--- config.mk ---
export PLATFORM = sky130hd
export DESIGN_NAME = adc_control_sequencer
export DESIGN_NICKNAME = d
export VERILOG_FILES = /design/src/pkg/adc_ctrl_pkg.sv /design/src/logic/conv_clock_divider.sv /design/src/logic/adc_control_sequencer.sv
export SDC_FILE = /design/constraint.sdc
export NUM_CORES = 1
export LEC_CHECK = 0
export BUFFER_PORTS_ARGS = -buffer_cell sky130_fd_sc_hd__buf_4
export CORE_ASPECT_RATIO = 0.75
export CORE_UTILIZATION = 56
export DETAILED_ROUTE_END_ITERATION = 12
export GPL_ROUTABILITY_DRIVEN = 0
export GPL_TIMING_DRIVEN = 0
export PLACE_DENSITY = 0.85
export SYNTH_ARGS = -nofsm -noshare
export SYNTH_HDL_FRONTEND = slang
export SYNTH_HIERARCHICAL = 1
export SYNTH_SLANG_ARGS = --single-unit
export TNS_END_PERCENT = 10
--- constraint.sdc ---
create_clock -name aclk -period 9.1 [get_ports aclk]
set_input_delay 0.91 -clock aclk [delete_from_list [all_inputs] [get_ports aclk]]
set_output_delay 0.91 -clock aclk [all_outputs]
set_load 0.05 [all_outputs]
--- src/pkg/adc_ctrl_pkg.sv ---
// Package: register map, field layout and types for the converter control sequencer
package adc_ctrl_pkg;

    // Byte offsets on the AXI4-Lite bus
    localparam logic [7:0] OFF_CTRL_FIRST   = 8'h00;
    localparam logic [7:0] OFF_SRC_CLK_SEL  = 8'h04;
    localparam logic [7:0] OFF_RESULT       = 8'h08;
    localparam logic [7:0] OFF_IRQ_STATUS   = 8'h0c;
    localparam logic [7:0] OFF_IRQ_MASK     = 8'h10;
    localparam logic [7:0] OFF_CORE_STATUS  = 8'h14;

    // First control register bit positions
    localparam int BIT_START      = 7;
    localparam int BIT_BUSY       = 6;
    localparam int BIT_ENABLE     = 5;
    localparam int BIT_ALIGN      = 4;

    // Reset values
    localparam logic [7:0] CTRL_FIRST_RST  = 8'h00;
    localparam logic [7:0] SRC_CLK_RST     = 8'h00;
    localparam logic [11:0] RESULT_RST     = 12'h000;

    // Sequence lengths in converter clock periods
    localparam logic [4:0] SAMPLE_PERIODS  = 5'h04;
    localparam logic [4:0] CONVERT_PERIODS = 5'h0c;

    // Input source codes
    localparam logic [2:0] SRC_AMP0 = 3'h1;
    localparam logic [2:0] SRC_AMP1 = 3'h2;
    localparam logic [2:0] SRC_AMP2 = 3'h3;
    localparam logic [2:0] SRC_DAC  = 3'h4;

    // Reference codes
    localparam logic [1:0] REF_SUPPLY = 2'h1;
    localparam logic [1:0] REF_DAC    = 2'h2;

    // AXI response codes
    localparam logic [1:0] RESP_OKAY   = 2'h0;
    localparam logic [1:0] RESP_SLVERR = 2'h2;

    typedef enum logic [2:0] {
        IN_EXTERNAL    = 3'b001,
        IN_AMP_OUTPUT  = 3'b010,
        IN_DAC_OUTPUT  = 3'b100
    } input_class_e;

    // Analog routing toward the converter core
    typedef struct packed {
        logic       route_external;
        logic [3:0] external_channel;
        logic       amp_output_zero;
        logic       amp_output_one;
        logic       amp_output_two;
        logic       dac_output_source;
        logic       ref_external_pin;
        logic       ref_supply;
        logic       dac_reference_voltage;
        logic       core_power;
    } analog_route_s;

    // Sequencer handshake with the converter core
    typedef struct packed {
        logic core_reset;
        logic sample;
        logic convert_step;
    } core_ctrl_s;

endpackage

--- src/logic/conv_clock_divider.sv ---
// Free-running divider emitting one enable pulse per converter clock period
`timescale 1ns/1ps
`default_nettype none
module conv_clock_divider
#(
    parameter int DIV_BITS = 3
)
(
    input  wire logic                aclk,
    input  wire logic                aresetn,
    input  wire logic [DIV_BITS-1:0] divider_select,
    output logic                     tick
);
    localparam int CNT_W = (1 << DIV_BITS) - 1;

    logic [CNT_W-1:0] count_reg;
    logic [CNT_W-1:0] mask;

    if (DIV_BITS < 1 || DIV_BITS > 4)
    begin : g_param_check
        $error("conv_clock_divider: DIV_BITS out of range");
    end

    // Terminal count is 2**select - 1
    always_comb
    begin
        mask = CNT_W'((64'h1 << divider_select) - 64'h1);
    end

    always_ff @(posedge aclk)
    begin
        if (!aresetn)
            count_reg <= '0;
        else if ((count_reg & mask) == mask)
            count_reg <= '0;
        else
            count_reg <= count_reg + 1'b1;
    end

    // Select zero gives a tick every clock
    assign tick = ((count_reg & mask) == mask);

endmodule // conv_clock_divider
`default_nettype wire

--- src/logic/adc_control_sequencer.sv ---
// Converter control sequencer with AXI4-Lite register slave
//
// Contract
// - Source code 000/101-111 routes external channel; 001-011 amplifiers; 100 DAC output.
// - Reference code 00/11 external pin, 01 supply, 10 DAC reference.
// - Converter clock is system clock divided by two to the select value.
// - Conversion starts only after start bit written high then low.
// - Busy flag reads one while converting, zero once finished.
// - Completion sets interrupt request flag; enabled flag drives interrupt output.
// - Converter circuitry powered only while enable bit is high.
// - Second control register is eight read/write bits resetting to zero.
// - Conversion lasts four sample plus twelve convert periods, then busy clears.
// - Start bit high resets converter logic; falling write begins conversion.
// - Alignment bit zero left-aligns result, one right-aligns; unused bits zero.
// - Result register pair is unchanged while converter disabled.
//
// Design decisions made here: the address map and register access over AXI4-Lite.
`timescale 1ns/1ps
`default_nettype none
module adc_control_sequencer
#(
    parameter int RESULT_BITS = 12,
    parameter int DIV_BITS    = 3
)
(
    input  wire logic                       aclk,
    input  wire logic                       aresetn,
    // AXI4-Lite slave
    input  wire logic [7:0]                 s_axi_awaddr,
    input  wire logic                       s_axi_awvalid,
    output logic                            s_axi_awready,
    input  wire logic [31:0]                s_axi_wdata,
    input  wire logic [3:0]                 s_axi_wstrb,
    input  wire logic                       s_axi_wvalid,
    output logic                            s_axi_wready,
    output logic [1:0]                      s_axi_bresp,
    output logic                            s_axi_bvalid,
    input  wire logic                       s_axi_bready,
    input  wire logic [7:0]                 s_axi_araddr,
    input  wire logic                       s_axi_arvalid,
    output logic                            s_axi_arready,
    output logic [31:0]                     s_axi_rdata,
    output logic [1:0]                      s_axi_rresp,
    output logic                            s_axi_rvalid,
    input  wire logic                       s_axi_rready,
    // Converter core
    output adc_ctrl_pkg::analog_route_s     route,
    output adc_ctrl_pkg::core_ctrl_s        core_ctrl,
    input  wire logic [RESULT_BITS-1:0]     core_result,
    // Interrupt
    output logic                            irq
);
    import adc_ctrl_pkg::*;

    if (RESULT_BITS != 12 || DIV_BITS != 3)
    begin : g_param_check
        $error("adc_control_sequencer: logic serves 12 result bits and a three-bit divider only");
    end

    typedef enum logic [2:0] {
        ST_IDLE    = 3'b001,
        ST_SAMPLE  = 3'b010,
        ST_CONVERT = 3'b100
    } seq_state_e;

    ////////////////////////////////////////////////////////////////////////////
    // Register storage
    logic [7:0]             ctrl_first_reg;
    logic [7:0]             src_clk_reg;
    logic [RESULT_BITS-1:0] result_reg;
    logic                   irq_status_reg;
    logic                   irq_mask_reg;
    seq_state_e             state_reg;
    logic [4:0]             period_reg;
    logic                   start_armed_reg;
    logic                   launch;
    logic                   done;
    logic                   tick;

    logic enable;
    logic start_bit;
    assign enable    = ctrl_first_reg[BIT_ENABLE];
    assign start_bit = ctrl_first_reg[BIT_START];

    ////////////////////////////////////////////////////////////////////////////
    // AXI4-Lite write path; address and data taken in either order
    logic       aw_held_reg;
    logic       w_held_reg;
    logic [7:0] aw_addr_reg;
    logic [31:0] w_data_reg;
    logic [3:0] w_strb_reg;
    logic       wr_fire;
    assign s_axi_awready = !aw_held_reg && !s_axi_bvalid;
    assign s_axi_wready  = !w_held_reg && !s_axi_bvalid;
    assign wr_fire       = aw_held_reg && w_held_reg && !s_axi_bvalid;
    always_ff @(posedge aclk)
    begin
        if (!aresetn)
        begin
            aw_held_reg <= 1'b0;
            w_held_reg  <= 1'b0;
            aw_addr_reg <= 8'h00;
            w_data_reg  <= 32'h0000_0000;
            w_strb_reg  <= 4'h0;
        end
        else
        begin
            if (s_axi_awvalid && s_axi_awready)
            begin
                aw_held_reg <= 1'b1;
                aw_addr_reg <= s_axi_awaddr;
            end
            else if (wr_fire)
                aw_held_reg <= 1'b0;
            if (s_axi_wvalid && s_axi_wready)
            begin
                w_held_reg <= 1'b1;
                w_data_reg <= s_axi_wdata;
                w_strb_reg <= s_axi_wstrb;
            end
            else if (wr_fire)
                w_held_reg <= 1'b0;
        end
    end

    function automatic logic known_addr(input logic [7:0] a);
        known_addr = (a == OFF_CTRL_FIRST) || (a == OFF_SRC_CLK_SEL) || (a == OFF_RESULT)
                  || (a == OFF_IRQ_STATUS) || (a == OFF_IRQ_MASK) || (a == OFF_CORE_STATUS);
    endfunction

    always_ff @(posedge aclk)
    begin
        if (!aresetn)
        begin
            s_axi_bvalid <= 1'b0;
            s_axi_bresp  <= RESP_OKAY;
        end
        else if (wr_fire)
        begin
            s_axi_bvalid <= 1'b1;
            s_axi_bresp  <= known_addr(aw_addr_reg) ? RESP_OKAY : RESP_SLVERR;
        end
        else if (s_axi_bready)
            s_axi_bvalid <= 1'b0;
    end

    logic wr_lane0;
    assign wr_lane0 = wr_fire && w_strb_reg[0];

    // Second control register, all bits read/write
    always_ff @(posedge aclk)
    begin
        if (!aresetn)
            src_clk_reg <= SRC_CLK_RST;
        else if (wr_lane0 && aw_addr_reg == OFF_SRC_CLK_SEL)
            src_clk_reg <= w_data_reg[7:0];
    end

    // First control register; busy bit is read-only and not stored here
    always_ff @(posedge aclk)
    begin
        if (!aresetn)
            ctrl_first_reg <= CTRL_FIRST_RST;
        else if (wr_lane0 && aw_addr_reg == OFF_CTRL_FIRST)
            ctrl_first_reg <= w_data_reg[7:0] & ~(8'h01 << BIT_BUSY);
    end

    // Arms for one cycle when a write lowers a start bit that stood high; a level never arms
    always_ff @(posedge aclk)
    begin
        if (!aresetn)
            start_armed_reg <= 1'b0;
        else
            start_armed_reg <= wr_lane0 && (aw_addr_reg == OFF_CTRL_FIRST) && start_bit && !w_data_reg[BIT_START];
    end
    assign launch = start_armed_reg && !start_bit && enable;

    always_ff @(posedge aclk)
    begin
        if (!aresetn)
            irq_mask_reg <= 1'b0;
        else if (wr_lane0 && aw_addr_reg == OFF_IRQ_MASK)
            irq_mask_reg <= w_data_reg[0];
    end

    // Sticky completion flag; a completion beats a same-cycle clear
    always_ff @(posedge aclk)
    begin
        if (!aresetn)
            irq_status_reg <= 1'b0;
        else if (done)
            irq_status_reg <= 1'b1;
        else if (wr_lane0 && aw_addr_reg == OFF_IRQ_STATUS && w_data_reg[0])
            irq_status_reg <= 1'b0;
    end

    assign irq = irq_status_reg && irq_mask_reg;

    ////////////////////////////////////////////////////////////////////////////
    // Read path
    logic [7:0] busy_byte;
    logic [7:0] res_high;
    logic [7:0] res_low;
    logic [31:0] rd_value;

    // Alignment packing, unused bits zero
    always_comb
    begin
        if (ctrl_first_reg[BIT_ALIGN])
        begin
            res_high = {4'h0, result_reg[11:8]};
            res_low  = result_reg[7:0];
        end
        else
        begin
            res_high = result_reg[11:4];
            res_low  = {result_reg[3:0], 4'h0};
        end
    end

    // Busy flag shows sequencer activity
    assign busy_byte = ctrl_first_reg | ((state_reg != ST_IDLE) ? (8'h01 << BIT_BUSY) : 8'h00);

    always_comb
    begin
        case (s_axi_araddr)
            OFF_CTRL_FIRST:  rd_value = {24'h000000, busy_byte};
            OFF_SRC_CLK_SEL: rd_value = {24'h000000, src_clk_reg};
            OFF_RESULT:      rd_value = {16'h0000, res_high, res_low};
            OFF_IRQ_STATUS:  rd_value = {31'h00000000, irq_status_reg};
            OFF_IRQ_MASK:    rd_value = {31'h00000000, irq_mask_reg};
            OFF_CORE_STATUS: rd_value = {29'h00000000, state_reg};
            default:         rd_value = 32'h0000_0000;
        endcase
    end

    assign s_axi_arready = !s_axi_rvalid;

    always_ff @(posedge aclk)
    begin
        if (!aresetn)
        begin
            s_axi_rvalid <= 1'b0;
            s_axi_rdata  <= 32'h0000_0000;
            s_axi_rresp  <= RESP_OKAY;
        end
        else if (s_axi_arvalid && s_axi_arready)
        begin
            s_axi_rvalid <= 1'b1;
            s_axi_rdata  <= rd_value;
            s_axi_rresp  <= known_addr(s_axi_araddr) ? RESP_OKAY : RESP_SLVERR;
        end
        else if (s_axi_rready)
            s_axi_rvalid <= 1'b0;
    end

    ////////////////////////////////////////////////////////////////////////////
    // Conversion sequencer
    conv_clock_divider #(
        .DIV_BITS       (DIV_BITS)
    ) u_div (
        .aclk           (aclk),
        .aresetn        (aresetn),
        .divider_select (src_clk_reg[DIV_BITS-1:0]),
        .tick           (tick)
    );

    // Sixteen converter periods: four sample then twelve convert
    always_ff @(posedge aclk)
    begin
        if (!aresetn || start_bit || !enable)
        begin
            state_reg  <= ST_IDLE;
            period_reg <= 5'h00;
        end
        else
        begin
            case (state_reg)
                ST_IDLE:
                    if (launch)
                    begin
                        state_reg  <= ST_SAMPLE;
                        period_reg <= 5'h00;
                    end
                ST_SAMPLE:
                    if (tick)
                    begin
                        if (period_reg == SAMPLE_PERIODS - 5'h01)
                        begin
                            state_reg  <= ST_CONVERT;
                            period_reg <= 5'h00;
                        end
                        else
                            period_reg <= period_reg + 5'h01;
                    end
                ST_CONVERT:
                    if (tick)
                    begin
                        if (period_reg == CONVERT_PERIODS - 5'h01)
                            state_reg <= ST_IDLE;
                        else
                            period_reg <= period_reg + 5'h01;
                    end
                default:
                    state_reg <= ST_IDLE;
            endcase
        end
    end

    assign done = (state_reg == ST_CONVERT) && tick && (period_reg == CONVERT_PERIODS - 5'h01)
               && !start_bit && enable;

    // Result captured only on completion, so disabling freezes it
    always_ff @(posedge aclk)
    begin
        if (!aresetn)
            result_reg <= RESULT_RST;
        else if (done && enable)
            result_reg <= core_result;
    end

    ////////////////////////////////////////////////////////////////////////////
    // Analog routing
    input_class_e in_class;
    logic [2:0]   src_sel;
    logic [1:0]   ref_sel;
    assign src_sel = src_clk_reg[7:5];
    assign ref_sel = src_clk_reg[4:3];

    always_comb
    begin
        case (src_sel)
            SRC_AMP0, SRC_AMP1, SRC_AMP2: in_class = IN_AMP_OUTPUT;
            SRC_DAC:                      in_class = IN_DAC_OUTPUT;
            default:                      in_class = IN_EXTERNAL;
        endcase
    end

    always_ff @(posedge aclk)
    begin
        if (!aresetn)
        begin
            route     <= '0;
            core_ctrl <= '0;
        end
        else
        begin
            route.route_external        <= (in_class == IN_EXTERNAL);
            route.external_channel      <= ctrl_first_reg[3:0];
            route.amp_output_zero       <= (src_sel == SRC_AMP0);
            route.amp_output_one        <= (src_sel == SRC_AMP1);
            route.amp_output_two        <= (src_sel == SRC_AMP2);
            route.dac_output_source     <= (in_class == IN_DAC_OUTPUT);
            route.ref_supply            <= (ref_sel == REF_SUPPLY);
            route.dac_reference_voltage <= (ref_sel == REF_DAC);
            route.ref_external_pin      <= (ref_sel != REF_SUPPLY) && (ref_sel != REF_DAC);
            route.core_power            <= enable;
            core_ctrl.core_reset        <= start_bit;
            core_ctrl.sample            <= (state_reg == ST_SAMPLE);
            core_ctrl.convert_step      <= (state_reg == ST_CONVERT) && tick;
        end
    end

endmodule // adc_control_sequencer
`default_nettype wire

==> summary.md <==
| Metric | Value |
|---|---|
| Proportion of synthesized chip area in sequential cells | `43.9%` |
| Count of flip-flops with a built-in enable after synthesis | `0` |
| Highest net fanout along the worst path | `10` |
| Global Route met1 Usage | `34.8%` |
| Post-CTS sizing | `0` |
| Diode count | `0` |
| Vertical die dimension | `80.1 um` |
| Cell-by-cell listing of the critical path | `or3_4, ha_1, buf_2, o211a_1, a211oi_1, a2bb2oi_1, and2_1, nor4bb_1, and3_1, clkbuf_1, nand2_1, a21boi_0` |
| Mux share of post-synthesis cell area | `6.21%` |
| Antenna Nets Post-Route | `0` |
| Yosys cell types | `51` |
| Worst Max-Slew Pin Slew | `0.835 ns` |
| Flip-flop and latch area | `0.00200 mm2` |
| CTS sink cnt | `100` |
| Post-placement worst setup slack | `5.12 ns` |
| Achievable clock frequency | `0.249 GHz` |
| Pwr dens | `152 mW/mm2` |
| Die X | `106 um` |
| Critical path depth in cells | `12` |
| Initial Utilization | `57.8%` |
| Setup violation total in the final timing report | `0` |
| Total negative slack | `0 ns` |
| Final setup slack of the worst path | `5.08 ns` |
| Number of levels in the clock H-tree | `3` |
| Post-synthesis share of cell area spent on full adders, half adders and majority gates | `1.65%` |
| Area of the core | `0.00788 mm2` |
| Core Rows | `28` |
| CTS tree | `built` |
| Number of remaining DRC errors | `0` |
| Worst r2r dst | `result_reg[10]` |
| Max-slew violation count | `0` |
| Buffers inserted during post-CTS setup optimization | `0` |
| Number of iterations in the first detailed-routing pass | `5` |
| # hold bufs at CTS | `0` |
| Crit-path max cell delay | `0.58 ns` |
| Required time at the endpoint of the critical path | `9.39 ns` |
| Via Count | `3918` |
| Area fraction in and, or, nand and nor cells after synthesis | `25.2%` |
| Fill count | `615` |
| Gate family responsible for the most delay along the worst path | `simple AND/OR/NAND/NOR gates` |
| Relative slew slack | `43.5%` |
| Cell types with the largest area share after synthesis | `sky130_fd_sc_hd__dfxtp_1 44%, sky130_fd_sc_hd__nand2_1 6.8%, sky130_fd_sc_hd__a21boi_0 5.8%, sky130_fd_sc_hd__mux2i_1 5.7%, sky130_fd_sc_hd__nor2b_1 3.6%` |
| Seq cells post-synth | `100` |
| Reg-to-Reg Start | `src_clk_reg[2]` |
| Clock input transition at the sequential cells of the worst setup and hold paths | `0.10 ns` |
| Post-synthesis async set-or-reset flop share | `0%` |
| Total of max-cap violations | `0` |
| Maximum clock insertion buffer count | `2` |
| Min cycle time layout | `4.02 ns` |
| Synthesized instance count | `509` |
| Length in cells of the worst reg-to-reg path | `12` |
| Number of global-route vias before repair | `3637` |
| Initial antenna violation count | `0` |
| Area share of the leading cell type in the synthesized netlist | `43.9%` |
| Crit path capture | `result_reg[10]` |
| Largest register FFs | `16` |
| Crit path capture type | `flop` |
| Classification of the worst setup path | `flop to flop` |
| Die Outline Area | `0.00851 mm2` |
| Ports placed on the boundary | `129` |
| Main combinational cell family by area after synthesis | `simple AND/OR/NAND/NOR gates` |
| Mean cell area of the mapped netlist | `8.95 um2` |
| Number of endpoints with negative hold slack in the final report | `0` |
| R2R setup slack | `5.08 ns` |
| Critical path launch point | `src_clk_reg[2]` |
| PortBufs | `81` |
| Standby leakage power | `2.14 nW` |
| Detail Placement HPWL | `7.89 mm` |
| Arrival time at the worst endpoint | `4.31 ns` |
| WL/cell | `14.6 um` |
| Synth warn | `6` |
| Grt peak-use layer | `met2` |
| Critical Path Start Type | `flop` |
| Setup skew after layout | `0.0175 ns` |
| Most area-hungry cell type in the Yosys netlist | `sky130_fd_sc_hd__dfxtp_1` |
| Overall fraction of global-route tracks in use | `26.4%` |
| Run status | `completed` |
| Final worst-path cycle share | `44.2%` |
| Layout net count | `695` |
| Compound-Gate Fraction of Synth Area | `15.6%` |
| Setup repair after global routing missed its margin | `false` |
| Wire length of the first global-routing pass | `17.6 mm` |
| Detailed-route wire length | `10.6 mm` |
| Global route total overflow | `0` |
| Number of buffer and inverter instances along the worst setup path | `2` |
| CP max-delay cell | `sky130_fd_sc_hd__nor4bb_1` |
| Hold Crit Class | `flop to flop` |
| Number of CTS-inserted buffers | `9` |
| Root Buffer Master | `sky130_fd_sc_hd__clkbuf_8` |
| Most instantiated flip-flop cell in the synthesis netlist | `sky130_fd_sc_hd__dfxtp_1` |
| Synthesized-area fraction occupied by xor and xnor cells | `1.35%` |
| Multi-input gate area | `0.00234 mm2` |
| Average via count per standard cell | `5.38` |
| Met3 track demand over resource in global routing | `6.25%` |
| Violation count after the first detailed-routing iteration | `247` |
| Fraction of final layout cells sized beyond drive strength 1 | `20.5%` |
| Combined area of all synthesized cells | `0.00456 mm2` |
| Pin count of the biggest net entering global routing | `18` |
| Largest vdd supply drop | `0.131 mV` |
| Area growth, synth to finish | `22.4%` |
| Clock latency on the worst-skew pair | `0.37 ns` |
| Met2 Resource Use GR | `43.4%` |
==> worst min-delay path by stage <==
| stage | start | endpoint | slack (ns) | cells after the start |
|---|---|---|---|---|
| floorplan | w_data_reg[7] | start_armed_reg | 0.44 | 1 |
| global placement | aw_addr_reg[5] | aw_addr_reg[5] | 0.45 | 2 |
| detailed placement | aw_addr_reg[6] | aw_addr_reg[6] | 0.46 | 2 |
| CTS | aw_addr_reg[7] | aw_addr_reg[7] | 0.47 | 2 |
| global route | aw_addr_reg[7] | aw_addr_reg[7] | 0.50 | 2 |
| finish | aw_addr_reg[7] | aw_addr_reg[7] | 0.47 | 2 |
==> cells by family after synthesis <==
kind of cell / count (synthesis)
simple gates: 211
compound gates: 103
flops: 100
buf+inv: 53
mux: 28
xor+xnor: 7
fa+ha+maj: 6
other cells: 1
==> routing by layer <==
metal	part of all wire, %	up-vias
met2	47	128
met3	5.8	15
li1	-	1946
met1	46	1829
met5	0	-
met4	1.3	0
==> power breakdown <==
| group | leakage, nW | switching, mW | internal (mW) | total, mW |
|---|---|---|---|---|
| Sequential | 0.810 | 0.00703 | 0.446 | 0.453 |
| Clock | 0.107 | 0.152 | 0.145 | 0.297 |
| Combinational | 1.22 | 0.0612 | 0.0359 | 0.0971 |
==> Yosys cell counts, types with 2 or more instances <==
library cell	number
sky130_fd_sc_hd__dfxtp_1	100
sky130_fd_sc_hd__and2_1	24
sky130_fd_sc_hd__nor2_1	15
sky130_fd_sc_hd__and3_1	4
sky130_fd_sc_hd__buf_4	19
sky130_fd_sc_hd__nand2b_1	6
sky130_fd_sc_hd__ha_1	6
sky130_fd_sc_hd__nor2b_1	26
sky130_fd_sc_hd__nor4bb_1	6
sky130_fd_sc_hd__mux2i_1	26
sky130_fd_sc_hd__nand2_1	83
sky130_fd_sc_hd__a21oi_1	20
sky130_fd_sc_hd__clkbuf_1	22
sky130_fd_sc_hd__nor3_1	6
sky130_fd_sc_hd__mux2_2	2
sky130_fd_sc_hd__nand3_1	14
sky130_fd_sc_hd__xor2_1	4
sky130_fd_sc_hd__inv_1	9
sky130_fd_sc_hd__o211ai_1	2
sky130_fd_sc_hd__nor4b_1	7
sky130_fd_sc_hd__a22oi_1	6
sky130_fd_sc_hd__a211oi_1	11
sky130_fd_sc_hd__buf_2	3
sky130_fd_sc_hd__o21ai_0	18
sky130_fd_sc_hd__xnor2_1	3
sky130_fd_sc_hd__a21boi_0	35
sky130_fd_sc_hd__or3b_2	2
sky130_fd_sc_hd__o211a_1	2
sky130_fd_sc_hd__nand3b_1	4
sky130_fd_sc_hd__nand4b_1	3
==> cells in the final DEF, fill, tap and decap left out, types with 3 or more instances in the layout <==
| master | n |
|---|---|
| sky130_fd_sc_hd__clkbuf_1 | 22 |
| sky130_fd_sc_hd__xnor2_1 | 3 |
| sky130_fd_sc_hd__a21oi_1 | 20 |
| sky130_fd_sc_hd__xor2_1 | 4 |
| sky130_fd_sc_hd__and2_1 | 24 |
| sky130_fd_sc_hd__a22oi_1 | 6 |
| sky130_fd_sc_hd__nand4b_1 | 3 |
| sky130_fd_sc_hd__dfxtp_1 | 100 |
| sky130_fd_sc_hd__buf_4 | 100 |
| sky130_fd_sc_hd__a21boi_0 | 35 |
| sky130_fd_sc_hd__nand3b_1 | 4 |
| sky130_fd_sc_hd__conb_1 | 18 |
| sky130_fd_sc_hd__o21ai_0 | 18 |
| sky130_fd_sc_hd__inv_1 | 9 |
| sky130_fd_sc_hd__nor4bb_1 | 6 |
| sky130_fd_sc_hd__clkbuf_8 | 11 |
| sky130_fd_sc_hd__inv_6 | 3 |
| sky130_fd_sc_hd__nor3_1 | 6 |
| sky130_fd_sc_hd__buf_2 | 3 |
| sky130_fd_sc_hd__nor2b_1 | 26 |
| sky130_fd_sc_hd__ha_1 | 6 |
| sky130_fd_sc_hd__nor2_1 | 15 |
| sky130_fd_sc_hd__nand3_1 | 14 |
| sky130_fd_sc_hd__a211oi_1 | 11 |
| sky130_fd_sc_hd__and3_1 | 4 |
| sky130_fd_sc_hd__nand2_1 | 83 |
| sky130_fd_sc_hd__nor4b_1 | 7 |
| sky130_fd_sc_hd__mux2i_1 | 26 |
| sky130_fd_sc_hd__nand2b_1 | 6 |
==> worst reg2reg max path: stages, from the launching register on <==
cell                        delay [ns]
sky130_fd_sc_hd__dfxtp_1          0.41
sky130_fd_sc_hd__or3_4            0.44
sky130_fd_sc_hd__ha_1             0.20
sky130_fd_sc_hd__buf_2            0.16
sky130_fd_sc_hd__o211a_1          0.13
sky130_fd_sc_hd__a211oi_1         0.18
sky130_fd_sc_hd__a2bb2oi_1        0.53
sky130_fd_sc_hd__and2_1           0.32
sky130_fd_sc_hd__nor4bb_1         0.59
sky130_fd_sc_hd__and3_1           0.30
sky130_fd_sc_hd__clkbuf_1         0.39
sky130_fd_sc_hd__nand2_1          0.10
sky130_fd_sc_hd__a21boi_0         0.20
==> metrics by stage <==
stage	utilization [%]	cell area [um2]	power (mW)	hold slack, ns	cells
2_1_floorplan	-	4620	0.527	0.443	526
3_3_place_gp	68.0	5360	0.556	0.455	712
3_5_place_dp	68.0	5360	0.559	0.459	712
4_1_cts	70.7	5580	0.850	0.470	728
5_1_grt	70.7	5580	0.880	0.501	728
6_report	70.7	5580	0.847	0.467	728
==> area by class of cell <==
class,count,share of cell area (%)
buffer,44,4.31
clock buffer,11,2.72
clock inverter,5,1.14
inverter,9,0.606
multi-input combinational,373,42.1
sequential,100,35.9
tap,105,2.36
timing repair buffer,81,10.9
No activity file was read; power rests on OpenSTA's default activity.
